### config.mk
export PLATFORM = sky130hd
export DESIGN_NAME = operating_mode_controller
export DESIGN_NICKNAME = d
export VERILOG_FILES = /design/src/hw/opmode_pkg.sv /design/src/hw/operating_mode_controller.sv
export SDC_FILE = /design/constraint.sdc
export NUM_CORES = 1
export LEC_CHECK = 0
export ABC_AREA = 1
export BUFFER_PORTS_ARGS = -buffer_cell sky130_fd_sc_hd__clkbuf_2
export CAP_MARGIN = 10
export CORE_ASPECT_RATIO = 1.1
export CORE_MARGIN = 2
export CORE_UTILIZATION = 40
export DETAILED_ROUTE_END_ITERATION = 12
export PLACE_DENSITY_LB_ADDON = 0.12
export SYNTH_ARGS = -nofsm -noshare
export SYNTH_HDL_FRONTEND = slang
export SYNTH_SLANG_ARGS = --single-unit
### constraint.sdc
create_clock -name core_clk -period 2.44 [get_ports core_clk]
set_clock_uncertainty 0.05 [all_clocks]
set_input_delay 0.488 -clock core_clk [delete_from_list [all_inputs] [get_ports core_clk]]
set_output_delay 0.488 -clock core_clk [all_outputs]
set_load 0.02 [all_outputs]
### src/hw/opmode_pkg.sv
/*
  constants, state codes and the control carrier for the operating-mode
  controller; assumes a 250 MHz core clock and a 32-bit wishbone slave port
*/
package opmode_pkg;

  // register byte addresses
  localparam logic [7:0] ADDR_CTL_ONE = 8'h00; // system_control_one
  localparam logic [7:0] ADDR_CTL_TWO = 8'h04; // system_control_two
  localparam logic [7:0] ADDR_TBC     = 8'h08; // time_base_control
  localparam logic [7:0] ADDR_IRQ     = 8'h0c; // interrupt enables
  localparam logic [7:0] ADDR_STAT    = 8'h10; // mode status, read only

  // system_control_one fields
  localparam int C1_STOP    = 0;
  localparam int C1_REL_LVL = 1;
  localparam int C1_RET_SLW = 2;
  localparam logic [2:0] C1_RST = 3'h0;

  // system_control_two fields
  localparam int C2_DOZE  = 0;
  localparam int C2_PGATE = 1;
  localparam int C2_MCLK  = 2;
  localparam int C2_SLOW  = 3;
  localparam int C2_FAST  = 4;
  localparam logic [4:0] C2_RST = 5'h10;

  // time_base_control fields
  localparam int TB_SEL_LO = 0;
  localparam int TB_EN     = 3;
  localparam logic [3:0] TB_RST = 4'h0;

  // interrupt enable fields
  localparam int IR_MIE  = 0;
  localparam int IR_TBIE = 1;
  localparam logic [1:0] IR_RST = 2'h0;

  // timing
  localparam int CLK_NS  = 4;
  localparam int WARM_NS = 32768;
  localparam int WARM_CYC = (WARM_NS + CLK_NS - 1) / CLK_NS;
  localparam logic [1:0] MC_LAST = 2'h3; // four clocks per machine cycle

  typedef enum logic [3:0] {
    run_fast_single  = 4'h0,
    doze_fast_single = 4'h1,
    deep_doze_fast   = 4'h3,
    run_fast_dual    = 4'h2,
    doze_fast_dual   = 4'h6,
    run_slow_dual    = 4'h7,
    doze_slow_dual   = 4'h5,
    run_slow_only    = 4'h4,
    doze_slow_only   = 4'hc,
    deep_doze_slow   = 4'hd,
    oscillator_off_state = 4'hf
  } mode_t;

  typedef struct packed {
    logic fast_osc_on;
    logic slow_osc_on;
    logic main_clk_slow;
    logic cpu_run;
    logic wdt_run;
    logic periph_clk_on;
    logic tbt_clk_on;
    logic div_low_on;
    logic slow_pins_osc;
  } pwr_ctl_t;

endpackage

### src/hw/operating_mode_controller.sv
/*
  operating-mode controller: run, doze, deep-doze and oscillator-off
  states, oscillator and clock gating, wake events; assumes a classic
  wishbone master on core_clk and inputs synchronous to core_clk
*/
`timescale 1ns/1ns
module operating_mode_controller import opmode_pkg::*; #(
  parameter int WARM_COUNT = WARM_CYC
) (
  input  wire logic        core_clk,
  input  wire logic        resetn,
  input  wire logic        clk_en,
  input  wire logic        wb_cyc_i,
  input  wire logic        wb_stb_i,
  input  wire logic        wb_we_i,
  input  wire logic [7:0]  wb_adr_i,
  input  wire logic [3:0]  wb_sel_i,
  input  wire logic [31:0] wb_dat_i,
  output logic             wb_ack_o,
  output logic [31:0]      wb_dat_o,
  input  wire logic        irq_req,
  input  wire logic [7:0]  tb_src,
  input  wire logic        halt_release,
  output pwr_ctl_t         pwr,
  output logic             take_irq,
  output logic             resume_next,
  output logic             tbt_irq_set,
  output logic             self_reset,
  output logic             machine_tick
);

  mode_t       state_q;
  mode_t       state_d;
  pwr_ctl_t    pwr_q;
  logic [2:0]  c1_q;
  logic [4:0]  c2_q;
  logic [3:0]  tbc_q;
  logic [1:0]  ir_q;
  logic        ack_q;
  logic [31:0] dat_q;
  logic        tb_prev_q;
  logic        tbe_entry_q;
  logic        rel_prev_q;
  logic        rel_seen_q;
  logic [15:0] warm_q;
  logic [1:0]  mc_q;
  logic        take_q;
  logic        resume_q;
  logic        tbset_q;
  logic        srst_q;
  logic        req;
  logic        wr;
  logic        wr2;
  logic [4:0]  w2;
  logic        bad;
  logic        tb_fall;
  logic        doze_wake;
  logic        deep_wake;
  logic        warm_done;
  logic        tick_q;
  function automatic mode_t run_of(input logic [4:0] c);
    if (c[C2_MCLK]) begin
      run_of = c[C2_FAST] ? run_slow_dual : run_slow_only;
    end else begin
      run_of = c[C2_SLOW] ? run_fast_dual : run_fast_single;
    end
  endfunction
  function automatic pwr_ctl_t ctl_of(input mode_t s);
    pwr_ctl_t p;
    p = '0;
    p.fast_osc_on = 1'b1;
    p.cpu_run = 1'b1;
    p.wdt_run = 1'b1;
    p.periph_clk_on = 1'b1;
    p.tbt_clk_on = 1'b1;
    p.div_low_on = 1'b1;
    case (s)
      run_fast_single: begin
      end
      doze_fast_single: begin
        p.cpu_run = 1'b0;
        p.wdt_run = 1'b0;
      end
      deep_doze_fast: begin
        p.cpu_run = 1'b0;
        p.wdt_run = 1'b0;
        p.periph_clk_on = 1'b0;
      end
      run_fast_dual: begin
        p.slow_osc_on = 1'b1;
      end
      doze_fast_dual: begin
        p.slow_osc_on = 1'b1;
        p.cpu_run = 1'b0;
        p.wdt_run = 1'b0;
      end
      run_slow_dual: begin
        p.slow_osc_on = 1'b1;
        p.main_clk_slow = 1'b1;
        p.div_low_on = 1'b0;
      end
      doze_slow_dual: begin
        p.slow_osc_on = 1'b1;
        p.main_clk_slow = 1'b1;
        p.div_low_on = 1'b0;
        p.cpu_run = 1'b0;
        p.wdt_run = 1'b0;
      end
      run_slow_only: begin
        p.fast_osc_on = 1'b0;
        p.slow_osc_on = 1'b1;
        p.main_clk_slow = 1'b1;
        p.div_low_on = 1'b0;
      end
      doze_slow_only, deep_doze_slow: begin
        p.fast_osc_on = 1'b0;
        p.slow_osc_on = 1'b1;
        p.main_clk_slow = 1'b1;
        p.div_low_on = 1'b0;
        p.cpu_run = 1'b0;
        p.wdt_run = 1'b0;
        p.periph_clk_on = (s == doze_slow_only);
      end
      default: begin
        p = '0;
      end
    endcase
    p.slow_pins_osc = p.slow_osc_on;
    ctl_of = p;
  endfunction
  assign req = wb_cyc_i & wb_stb_i & ~ack_q;
  assign wr = req & wb_we_i & wb_sel_i[0];
  assign wr2 = wr & (wb_adr_i == ADDR_CTL_TWO);
  assign w2 = wb_dat_i[4:0];
  assign bad = wr2 & ((~w2[C2_FAST] & ~(w2[C2_SLOW] & w2[C2_MCLK])) |
               (~w2[C2_SLOW] & w2[C2_MCLK]));
  assign tb_fall = tb_prev_q & ~tb_src[tbc_q[TB_SEL_LO +: 3]];
  assign doze_wake = irq_req & (state_q inside {doze_fast_single,
                     doze_fast_dual, doze_slow_dual, doze_slow_only});
  assign deep_wake = tb_fall & ((state_q == deep_doze_fast) |
                     (state_q == deep_doze_slow));
  assign warm_done = rel_seen_q & (warm_q == 16'(WARM_COUNT - 1));
  always_comb begin
    state_d = state_q;
    case (state_q)
      run_fast_single, run_fast_dual, run_slow_dual, run_slow_only: begin
        if (wr && wb_adr_i == ADDR_CTL_ONE && wb_dat_i[C1_STOP]) begin
          state_d = oscillator_off_state;
        end else if (wr2 && w2[C2_PGATE]) begin
          state_d = c2_q[C2_MCLK] ? deep_doze_slow : deep_doze_fast;
        end else if (wr2 && w2[C2_DOZE]) begin
          case (state_q)
            run_fast_single: state_d = doze_fast_single;
            run_fast_dual:   state_d = doze_fast_dual;
            run_slow_dual:   state_d = doze_slow_dual;
            default:         state_d = doze_slow_only;
          endcase
        end else if (wr2) begin
          state_d = run_of(w2);
        end
      end
      doze_fast_single: if (irq_req) state_d = run_fast_single;
      doze_fast_dual:   if (irq_req) state_d = run_fast_dual;
      doze_slow_dual:   if (irq_req) state_d = run_slow_dual;
      doze_slow_only:   if (irq_req) state_d = run_slow_only;
      deep_doze_fast:   if (tb_fall) state_d = run_fast_single;
      deep_doze_slow:   if (tb_fall) state_d = run_slow_only;
      oscillator_off_state: begin
        if (warm_done) begin
          state_d = c1_q[C1_RET_SLW] ? run_slow_only : run_fast_single;
        end
      end
      default: state_d = run_fast_single;
    endcase
    if (bad) begin
      state_d = run_fast_single;
    end
  end
  always_ff @(posedge core_clk or negedge resetn) begin
    if (!resetn) begin
      state_q <= run_fast_single;
      pwr_q <= ctl_of(run_fast_single);
    end else if (clk_en) begin
      state_q <= state_d;
      pwr_q <= ctl_of(state_d);
    end
  end
  always_ff @(posedge core_clk or negedge resetn) begin
    if (!resetn) begin
      c1_q <= C1_RST;
      c2_q <= C2_RST;
      tbc_q <= TB_RST;
      ir_q <= IR_RST;
    end else if (clk_en) begin
      if (bad) begin
        c1_q <= C1_RST;
        c2_q <= C2_RST;
        tbc_q <= TB_RST;
        ir_q <= IR_RST;
      end else begin
        if (wr && wb_adr_i == ADDR_CTL_ONE) c1_q <= wb_dat_i[2:0];
        if (wr2) c2_q <= w2;
        if (wr && wb_adr_i == ADDR_TBC) tbc_q <= wb_dat_i[3:0];
        if (wr && wb_adr_i == ADDR_IRQ) ir_q <= wb_dat_i[1:0];
        if (doze_wake) c2_q[C2_DOZE] <= 1'b0;
        if (deep_wake) c2_q[C2_PGATE] <= 1'b0;
        if (deep_wake && state_q == deep_doze_slow) begin
          c2_q[C2_FAST] <= 1'b0;
        end
        if (warm_done) begin
          c1_q[C1_STOP] <= 1'b0;
          c2_q[C2_MCLK] <= c1_q[C1_RET_SLW];
          c2_q[C2_FAST] <= ~c1_q[C1_RET_SLW];
          if (c1_q[C1_RET_SLW]) c2_q[C2_SLOW] <= 1'b1;
        end
      end
    end
  end
  always_ff @(posedge core_clk or negedge resetn) begin
    if (!resetn) begin
      tb_prev_q <= 1'b0;
      tbe_entry_q <= 1'b0;
    end else if (clk_en) begin
      tb_prev_q <= tb_src[tbc_q[TB_SEL_LO +: 3]];
      if (state_d != state_q && (state_d == deep_doze_fast ||
          state_d == deep_doze_slow)) begin
        tbe_entry_q <= tbc_q[TB_EN];
      end
    end
  end
  always_ff @(posedge core_clk or negedge resetn) begin
    if (!resetn) begin
      rel_prev_q <= 1'b0;
      rel_seen_q <= 1'b0;
      warm_q <= 16'h0000;
    end else if (clk_en) begin
      rel_prev_q <= halt_release;
      if (state_q != oscillator_off_state || warm_done) begin
        rel_seen_q <= 1'b0;
        warm_q <= 16'h0000;
      end else if (rel_seen_q) begin
        warm_q <= warm_q + 16'h0001;
      end else if (c1_q[C1_REL_LVL] ? halt_release
                   : (halt_release & ~rel_prev_q)) begin
        rel_seen_q <= 1'b1;
      end
    end
  end
  always_ff @(posedge core_clk or negedge resetn) begin
    if (!resetn) begin
      take_q <= 1'b0;
      resume_q <= 1'b0;
      tbset_q <= 1'b0;
      srst_q <= 1'b0;
    end else if (clk_en) begin
      take_q <= 1'b0;
      resume_q <= 1'b0;
      tbset_q <= 1'b0;
      srst_q <= bad;
      if (doze_wake) begin
        take_q <= ir_q[IR_MIE];
        resume_q <= ~ir_q[IR_MIE];
      end
      if (deep_wake) begin
        take_q <= ir_q[IR_MIE] & ir_q[IR_TBIE] & tbc_q[TB_EN];
        resume_q <= ~(ir_q[IR_MIE] & ir_q[IR_TBIE] & tbc_q[TB_EN]);
        tbset_q <= tbe_entry_q;
      end
      if (warm_done) resume_q <= 1'b1;
    end
  end
  always_ff @(posedge core_clk or negedge resetn) begin
    if (!resetn) begin
      mc_q <= 2'h0;
      tick_q <= 1'b0;
    end else if (clk_en) begin
      tick_q <= (mc_q == MC_LAST) & pwr_q.cpu_run;
      if (pwr_q.cpu_run) mc_q <= mc_q + 2'h1;
    end
  end
  always_ff @(posedge core_clk or negedge resetn) begin
    if (!resetn) begin
      ack_q <= 1'b0;
      dat_q <= 32'h0000_0000;
    end else if (clk_en) begin
      ack_q <= req;
      if (req) begin
        case (wb_adr_i)
          ADDR_CTL_ONE: dat_q <= {29'h0, c1_q};
          ADDR_CTL_TWO: dat_q <= {27'h0, c2_q};
          ADDR_TBC:     dat_q <= {28'h0, tbc_q};
          ADDR_IRQ:     dat_q <= {30'h0, ir_q};
          ADDR_STAT:    dat_q <= {28'h0, state_q};
          default:      dat_q <= 32'h0000_0000;
        endcase
      end
    end
  end
  assign wb_ack_o = ack_q;
  assign wb_dat_o = dat_q;
  assign pwr = pwr_q;
  assign take_irq = take_q;
  assign resume_next = resume_q;
  assign tbt_irq_set = tbset_q;
  assign self_reset = srst_q;
  assign machine_tick = tick_q;

  a_doze_wake_run: assert property (@(posedge core_clk) disable iff (!resetn)
    clk_en && state_q == doze_fast_single && irq_req
    |=> state_q == run_fast_single) else $error("doze did not wake");
  a_doze_cpu_halt: assert property (@(posedge core_clk) disable iff (!resetn)
    state_q == doze_fast_single |-> !pwr.cpu_run && !pwr.wdt_run &&
    pwr.periph_clk_on) else $error("doze gating wrong");
  a_wake_irq_taken: assert property (@(posedge core_clk)
    disable iff (!resetn) clk_en && doze_wake && ir_q[IR_MIE]
    |=> take_irq && !resume_next) else $error("irq not taken");
  a_wake_resume_next: assert property (@(posedge core_clk)
    disable iff (!resetn) clk_en && doze_wake && !ir_q[IR_MIE]
    |=> resume_next && !take_irq) else $error("no resume");
  a_deep_gate_only: assert property (@(posedge core_clk) disable iff (!resetn)
    state_q == deep_doze_fast |-> !pwr.periph_clk_on && pwr.tbt_clk_on)
    else $error("deep doze gating wrong");
  a_tb_latch_set: assert property (@(posedge core_clk) disable iff (!resetn)
    clk_en && deep_wake && tbe_entry_q |=> tbt_irq_set)
    else $error("timer latch not set");
  a_bad_osc_reset: assert property (@(posedge core_clk) disable iff (!resetn)
    clk_en && bad |=> self_reset && state_q == run_fast_single &&
    c2_q == C2_RST) else $error("no self reset");
  a_doze_bit_clear: assert property (@(posedge core_clk) disable iff (!resetn)
    clk_en && doze_wake && !bad |=> !c2_q[C2_DOZE])
    else $error("doze bit stuck");
  a_gate_bit_clear: assert property (@(posedge core_clk) disable iff (!resetn)
    clk_en && deep_wake && !bad |=> !c2_q[C2_PGATE])
    else $error("gate bit stuck");
  a_slow_div_stop: assert property (@(posedge core_clk) disable iff (!resetn)
    pwr.main_clk_slow |-> !pwr.div_low_on && pwr.slow_osc_on)
    else $error("low divider running");
  a_osc_off_all: assert property (@(posedge core_clk) disable iff (!resetn)
    state_q == oscillator_off_state |-> !pwr.fast_osc_on &&
    !pwr.slow_osc_on && !pwr.cpu_run) else $error("oscillator on");
endmodule

# Word level (Yosys, flattened, before mapping)
# Index checks and enable logic that the tools add are counted.
[classes]
n_bitwise = 28
eq_ne = 27
n_reduce_logical = 44
addsub = 2
n_shift = 0
div = 0
magnitude_cmp = 1
n_mux = 55
mul = 0
[op_table]
columns = ["op", "count"]
rows = [
  ["$mux W4", 15],
  ["$eq A4 B3 Y1 const B", 8],
  ["$mux W16", 2],
  ["$pmux W4 S8", 1],
  ["$pmux W5 S5", 1],
  ["$reduce_and A2 Y1", 12],
  ["$mux W1", 21],
  ["$reduce_or A7 Y1", 3],
  ["$eq A4 B4 Y1 const B", 5],
  ["$and A1 B1 Y1", 17],
  ["$add A16 B1 Y16 const B", 1],
  ["$eq A16 B13 Y1 const B", 1],
  ["$eq A4 B2 Y1 const B", 4],
  ["$eq A8 B4 Y1 const B", 2],
  ["$mux W3", 5],
  ["$pmux W4 S3", 1],
  ["$reduce_bool A3 Y1", 4],
  ["$mux W2", 5],
  ["$mux W5", 2],
  ["$reduce_or A10 Y1", 1],
  ["$reduce_or A5 Y1", 2],
  ["$not A1 Y1", 9],
  ["$eq A4 B1 Y1 const B", 2],
  ["$eq A8 B3 Y1 const B", 1],
  ["other kinds (17)", 32],
]
[word_totals]
romBits = 0
mem_bits_rw = 0
latch_bits = 0
ff_bits = 86
inputBits = 60
mem_count = 0
word_cells = 188
out_inout_bits = 47

# Logic depth before layout (Yosys ltp)
# Gate-level depths: netlist of run 1.
[logic_depth]
depth_word = 15
mapped_depth = 18
ltp_nobuf = 18

# Worst setup path before layout of run 1
# No wires, ideal clock.
[synth_path]
path_kind = "input to register"
from = "input wb_adr_i[5]"
to = "register tbe_entry_q"
n_path_buf = 0
path_stages = 16
setup_time_ns = 0.113
path_slack_ns = 0.511
t_required_ns = 2.277
t_arrival_ns = 1.766
cell_sequence = "nor2_2 > nand2_2 > nor2_8 > nand2_4 > clkinv_2 > nand2_2 > nand2_2 > inv_2 > nand3_2 > nand2_2 > a21oi_2 > nand2_1 > nor2_1 > nand3_1 > nand2_1 > inv_1"
[synth_between]
elab_chain_len = 12
word_cells_on_any_way = 20
classes_between = "4 x eq/ne; 6 x mux; 2 x bitwise; 8 x reduce/logical"
[synth_rtl]
columns = ["element", "line", "text"]
rows = [
  ["start, declared", "operating_mode_controller.sv:16", "input wire logic [7:0] wb_adr_i,"],
  ["$eq A8 B3 Y1", "operating_mode_controller.sv:133", "assign wr2 = wr & (wb_adr_i == ADDR_CTL_TWO);"],
  ["$and A1 B1 Y1", "operating_mode_controller.sv:133", ""],
  ["$mux W4 or $logic_and A1 B1 Y1 (tied branches)", "operating_mode_controller.sv:158, operating_mode_controller.sv:151", ""],
  ["$mux W4", "operating_mode_controller.sv:151", "end else if (wr2 && w2[C2_DOZE]) begin"],
  ["$mux W4", "operating_mode_controller.sv:149", "end else if (wr2 && w2[C2_PGATE]) begin"],
  ["$mux W4", "operating_mode_controller.sv:147", "if (wr && wb_adr_i == ADDR_CTL_ONE && wb_dat_i[C1_STOP]) begin"],
  ["$pmux W4 S8", "operating_mode_controller.sv:145", "case (state_q)"],
  ["$mux W4 *", "operating_mode_controller.sv:175", "if (bad) begin"],
  ["$eq A4 B2 Y1 or $eq A4 B4 Y1 (tied branches)", "operating_mode_controller.sv:225, operating_mode_controller.sv:226", ""],
  ["$logic_or A1 B1 Y1", "operating_mode_controller.sv:225", "if (state_d != state_q && (state_d == deep_doze_fast ||"],
  ["$logic_and A1 B1 Y1 *", "operating_mode_controller.sv:225", ""],
  ["$reduce_and A2 Y1 (no source line) *", "--", ""],
  ["end signal, assigned", "operating_mode_controller.sv:227", "tbe_entry_q <= tbc_q[TB_EN];"],
  ["end, declared", "operating_mode_controller.sv:42", "logic tbe_entry_q;"],
]
# Mark *: on every way between the ends. The rest lies on a longest branch, timed or not.
# A chain may end at the register's enable or synchronous reset.

# Worst setup path after layout of run 1
[layout_path]
from = "register warm_q[0]"
to = "register warm_q[12]"
[layout_between]
elab_chain_len = 5
word_cells_on_any_way = 8
classes_between = "1 x add/sub; 1 x eq/ne; 2 x mux; 1 x bitwise; 3 x reduce/logical"
[layout_rtl]
columns = ["element", "line", "text"]
rows = [
  ["start, declared", "operating_mode_controller.sv:45", "logic [15:0] warm_q;"],
  ["start signal, assigned", "operating_mode_controller.sv:242", "warm_q <= warm_q + 16'h0001;"],
  ["parallel branches: the longest is 5 deep, another holds $add A16 B1 Y16", "--", ""],
]
# Parallel ways; which one is timed is not known. The select of a mux whose other input is x is not followed.

==> flow_summary.ini, run 1 <==
[setup_path]
crit_path_frequent_cell = nand2_2
regToRegEndpoint = warm_q[12]$_DFFE_PN0P_
max_stage_delay_ps = 350
rr_startpoint = warm_q[0]$_DFFE_PN0P_
path_buf_inv = 1
cp_top_family = simple AND/OR/NAND/NOR gates
crit_path_start_kind = flop
reg2reg_depth = 13
critPathKind = flop to flop
worst-path-max-fanout = 12
reg2reg_slack_ps = 240
cpMaxStageDelayCell = dfrtp_1
cp_cell_sequence = ha_1, nand2_1, inv_2, nand3b_4, nor2_2, nand2_2, nand2_2, nand2_2, nand2_2, nand2_2, nor3_1, xnor2_1, nor2_1
cp-end-kind = flop
worstPathArrival_ps = 2370
cp.required_ps = 2610

[grt]
overflow = 0
antenna_found_initial = 0
grt_pass1_vias = 3439
grt_pass1_wl_um = 16700
grt_max_degree = 59
grt_usage_pct = 19.9

[cts]
clockBufferDepth = 2
cts_setup_buffers = 0
cts_hold_buf = 0
clk_pin_slew_ps = 70
numCtsBuffers = 9
clkLatencyLatePin_ps = 340
root_buffer = clkbuf_8
h-tree-depth = 3
cts_tree = yes
clock-sinks = 58
ctsResizeCount = 0

[floorplanning]
ios = 107
start_util_pct = 41.5
dieArea_um2 = 10600
fp.dieH_um = 108
core.rowCount = 37
dieWidth_um = 98.3
core_area_um2 = 9440

[power_and_ir_drop]
total_power_mw = 2.85
peakVddDrop_uv = 417
power.leakage_nw = 2.16
powerDensity_nw_per_um2 = 643

[cells_and_area]
drive_gt1_share_pct = 23.5
multi_input_area_um2 = 2050
layout_common_cells = nand2_1, inv_1, nor2_1, dfrtp_1, clkbuf_2
syn2layout_area_growth_pct = 13.1
nets = 653
diodes = 0
layout_commonest_cell = nand2_1
fillers = 981
postLayoutCoreUtil_pct = 46.9
register_area_um2 = 1460
fin_cells = 713

[sta]
rsz0062_at_grt = no
period_needed_ps = 2200
drv_slew = 0
final-setup-viol-count = 0
min_period_over_period_pct = 90.2
fmax_ghz = 0.455
hold_violations = 0
slew_headroom_pct = 66.0
tightest_slew_ps = 505
tns_ps = 0

[routing]
via_per_inst = 5.01
drtIter0Drc = 149
ant_nets = 0
wl_per_cell_um = 13.8
drtPass1Iterations = 4
drc_errors = 0
vias = 3571
postRouteWirelength_um = 9850

[synthesis]
synth.distinct_cells = 46
syn_area_um2 = 3920
synth_ff_type = dfrtp_1
synthArstFlopShare_pct = 100
ys_seq_area_share_pct = 37.3
synth_seq_cells = 58
syn_avg_cell_area_um2 = 7.35
ys_warn_count = 0
synth_cells = 533
synth_edf_count = 0

[flow_run]
drv_cap = 0

[placed_design]
gp_congestion = 0.931
dp.final_hpwl_um = 7500
port_buffers = 49
dp_cells = 697

[outcome]
status = completed

[worst_hold_path]
hp-class = input pin to asynchronous set/reset pin
area by class of cell:
cell class,instances,share of cell area (%)
multi-input combinational,399,46.4
clock buffer,13,3.14
clock inverter,3,1.47
sequential,58,32.9
inverter,66,5.62
tap,117,3.31
timing repair buffer,57,7.18
where the power goes:
part	total, mW	switching [mW]	internal, mW
clock network	0.964	0.389	0.576
registers	1.18	0.0806	1.10
logic	0.704	0.476	0.228
total	2.85	0.945	1.90
registers in the layout, summed over array words and instances (netlist names):
register / flops
c1_q: 3
c2_q: 5
ir_q: 2
machine_tick: 1
mc_q: 2
pwr: 7
rel_prev_q: 1
rel_seen_q: 1
resume_next: 1
self_reset: 1
state_q: 4
take_irq: 1
tb_prev_q: 1
tbc_q: 4
tbe_entry_q: 1
tbt_irq_set: 1
warm_q: 16
wb_ack_o: 1
wb_dat_o: 5
cell usage after synthesis (all sizes together), types with 2 or more instances:
cell type	count	area [µm²]
o22ai	3	18.8
nand4	10	62.6
dfrtp	52	1300
a21oi	21	113
nor2	71	370
clkinv	2	8.75
xnor2	3	26.3
nand3b	2	27.5
o31ai	4	30.0
or2	3	18.8
ha	2	25.0
buf	33	240
o41ai	2	17.5
o211ai	2	15.0
clkbuf	3	11.3
nor4	3	18.8
o21ai	38	190
a221oi	3	26.3
dfstp	6	158
nand3	30	175
a31oi	5	31.3
nor3	8	40.0
a2bb2oi	2	17.5
a41oi	2	17.5
nand2	152	661
inv	64	240
cells by family (layout without fill, tap and decap cells):
group           after synthesis  in the layout  share of synthesized area [%]
mux                           1              1                          0.288
flops                        58             58                           37.3
simple gates                279            279                           35.1
compound gates               87             87                           13.2
xor+xnor                      3              3                          0.671
buf+inv                     102            139                           12.8
other cells                   1             27                         0.0958
fa+ha+maj                     2              2                          0.639
worst register-to-register path, cell delays in order, from the launching register on:
cell      delay, ps
dfrtp_1         350
ha_1            170
nand2_1          70
inv_2           100
nand3b_4         90
nor2_2          100
nand2_2         120
nand2_2         150
nand2_2         140
nand2_2         250
nand2_2         120
nor3_1          200
xnor2_1         140
nor2_1           50
layer usage:
layer	wire, µm	vias to the layer above	global-route usage [%]
met5	0	-	0
met1	4560	1654	25.7
met2	4660	98	33.7
li1	-	1801	-
met3	457	18	3.31
met4	180	0	6.85
worst max path at each step:
stage,startpoint,end,cells after the start
CTS,warm_q[0]$_DFFE_PN0P_,warm_q[12]$_DFFE_PN0P_,13
global route,warm_q[13]$_DFFE_PN0P_,warm_q[12]$_DFFE_PN0P_,11
detailed placement,wb_adr_i[5],tbe_entry_q$_DFFE_PN0P_,17
floorplan,wb_adr_i[5],tbe_entry_q$_DFFE_PN0P_,16
global placement,wb_adr_i[5],tbe_entry_q$_DFFE_PN0P_,17
finish,warm_q[0]$_DFFE_PN0P_,warm_q[12]$_DFFE_PN0P_,13
through the flow:
stage	setup slack [ps]	hold WS, ps	area, µm²
final	240	104	4430
after global placement	180	408	4230
after floorplan	511	142	4010
after detailed placement	183	409	4230
after global routing	32.2	132	4430
after CTS	212	114	4430
No activity file was read; power rests on OpenSTA's default activity.
==> run 2, diff against run 1 <==
--- a/config.mk
+++ b/config.mk
@@ -13,6 +13,7 @@
 export CORE_UTILIZATION = 40
 export DETAILED_ROUTE_END_ITERATION = 12
 export PLACE_DENSITY_LB_ADDON = 0.12
+export REMOVE_ABC_BUFFERS = 1
 export SYNTH_ARGS = -nofsm -noshare
 export SYNTH_HDL_FRONTEND = slang
 export SYNTH_SLANG_ARGS = --single-unit
==> flow_summary.ini, run 2 (synthesized netlist as in run 1, its figures left out) <==
[outcome]
status = completed

[routing]
wl_met1_um = 4500
vias = 3558
top_layer = met4
postRouteWirelength_um = 9900
via_per_inst = 4.97
wl_met3_um = 474
drc_errors = 0
ant_nets = 0
dr_wl_met2_um = 4700
wl_per_cell_um = 13.8
drtPass1Iterations = 5
drtIter0Drc = 208

[cells_and_area]
syn2layout_area_growth_pct = 14.0
largest_reg_flops = 16
layout_common_cells = nand2_1, inv_1, nor2_1, dfrtp_1, clkbuf_2
layout_commonest_cell = nand2_1
drive_gt1_share_pct = 24.5
diodes = 0
design_area_um2 = 4460
fillers = 1006
postLayoutCoreUtil_pct = 47.2
max_flop_register = warm_q
nets = 656

[cts]
clk_pin_slew_ps = 80
cts_tree = yes
h-tree-depth = 3
clkLatencyLatePin_ps = 340
clockBufferDepth = 2
cts_hold_buf = 0
numCtsBuffers = 9
ctsResizeCount = 0
cts_setup_buffers = 0
root_buffer = clkbuf_8
clock-sinks = 58

[power_and_ir_drop]
internal_power_mw = 1.91
clkPwrFrac_pct = 35.1
peakVddDrop_uv = 353
pwr-share-comb_pct = 24.2
powerDensity_nw_per_um2 = 647
swShare_pct = 34.0
power.share.sequential_pct = 40.7
power.leakage_nw = 2.18
power.net_switching_mw = 0.982

[sta]
fmax_ghz = 0.465
tns_ps = 0
final-setup-viol-count = 0
min_period_over_period_pct = 88.2
slew_headroom_pct = 63.4
tightest_slew_ps = 549
drv_slew = 0
hold_violations = 0
whs_ps = 64.6
rsz0062_at_grt = no
period_needed_ps = 2150

[setup_path]
cp.required_ps = 2620
worst-path-max-fanout = 6
reg2reg_slack_ps = 290
critPathKind = flop to flop
worstPathArrival_ps = 2340
cp-end-kind = flop
crit_path_start_kind = flop

[floorplanning]
fp.dieH_um = 108
start_util_pct = 41.5
ios = 107
core_area_um2 = 9440
dieWidth_um = 98.3
core.rowCount = 37
dieArea_um2 = 10600

[placed_design]
gp_congestion = 0.884
port_buffers = 49
dp.final_hpwl_um = 7670
place_area_um2 = 4240

[grt]
grt_pass1_wl_um = 16700
overflow = 0
grt_max_degree = 25
grt_usage_pct = 19.8
antenna_found_initial = 0
grt_pass1_vias = 3483

[worst_hold_path]
hp-class = input pin to asynchronous set/reset pin

[flow_run]
drv_cap = 0
[run 2: power groups by stage]
stage                     clock (mW)  combinational (mW)  sequential (mW)
after floorplan                    0               0.397             1.27
after global placement             0               0.696             1.19
after detailed placement           0               0.704             1.19
after CTS                       1.04               0.707             1.17
after global routing            1.08               0.798             1.19
final                           1.01               0.699             1.18
[run 2: stage by stage]
| stage | total power [mW] | setup WS [ps] | std cells |
|---|---|---|---|
| 4_1_cts | 2.92 | 278 | 716 |
| 5_1_grt | 3.07 | 65.0 | 716 |
| 3_5_place_dp | 1.90 | 100 | 700 |
| 3_3_place_gp | 1.89 | 125 | 700 |
| 2_1_floorplan | 1.66 | 511 | 523 |
| 6_report | 2.89 | 287 | 716 |
[run 2: path summary, 6_finish.rpt]
kind | startpoint | to | cells after the start
max reg2reg | warm_q[1]$_DFFE_PN0P_ | tbe_entry_q$_DFFE_PN0P_ | 18
max | warm_q[1]$_DFFE_PN0P_ | tbe_entry_q$_DFFE_PN0P_ | 18
min reg2reg | pwr[8]$_DFFE_PN1P_ | pwr[8]$_DFFE_PN1P_ | 2
max in group asynchronous | resetn | pwr[8]$_DFFE_PN1P_ | 2
min | resetn | wb_dat_o[2]$_DFFE_PN0P_ | 1
min in group core_clk | halt_release | rel_prev_q$_DFFE_PN0P_ | 3
[run 2: per-layer routing]
metal,global-route usage [%],up-vias
met5,0,-
met4,7.05,0
met3,4.03,18
met2,33.2,86
met1,25.4,1651
li1,-,1803
[run 2: area by class of cell]
| cell class | instances | area [µm²] | area share [%] |
|---|---|---|---|
| flip-flops and latches | 58 | 1460 | 32.7 |
| multi-input cells | 399 | 2050 | 46.0 |
| inverters | 66 | 249 | 5.58 |
| well taps | 117 | 146 | 3.28 |
| clock inverters | 7 | 103 | 2.30 |
| repair buffers | 60 | 328 | 7.35 |
| clock buffers | 9 | 124 | 2.78 |
[run 2: worst max-delay path: stages, from the launching register on]
cell,delay (ps)
dfrtp_1,360
ha_1,160
nand2_1,60
inv_2,100
nand3b_4,90
nor2_2,120
nand2_2,120
nand2_2,150
nand2_1,80
a21oi_2,160
nand2_2,110
clkinv_1,50
nand2_1,40
nand2_1,70
nand2_1,60
nor2_1,80
nand3_1,70
nand2_1,80
inv_1,30
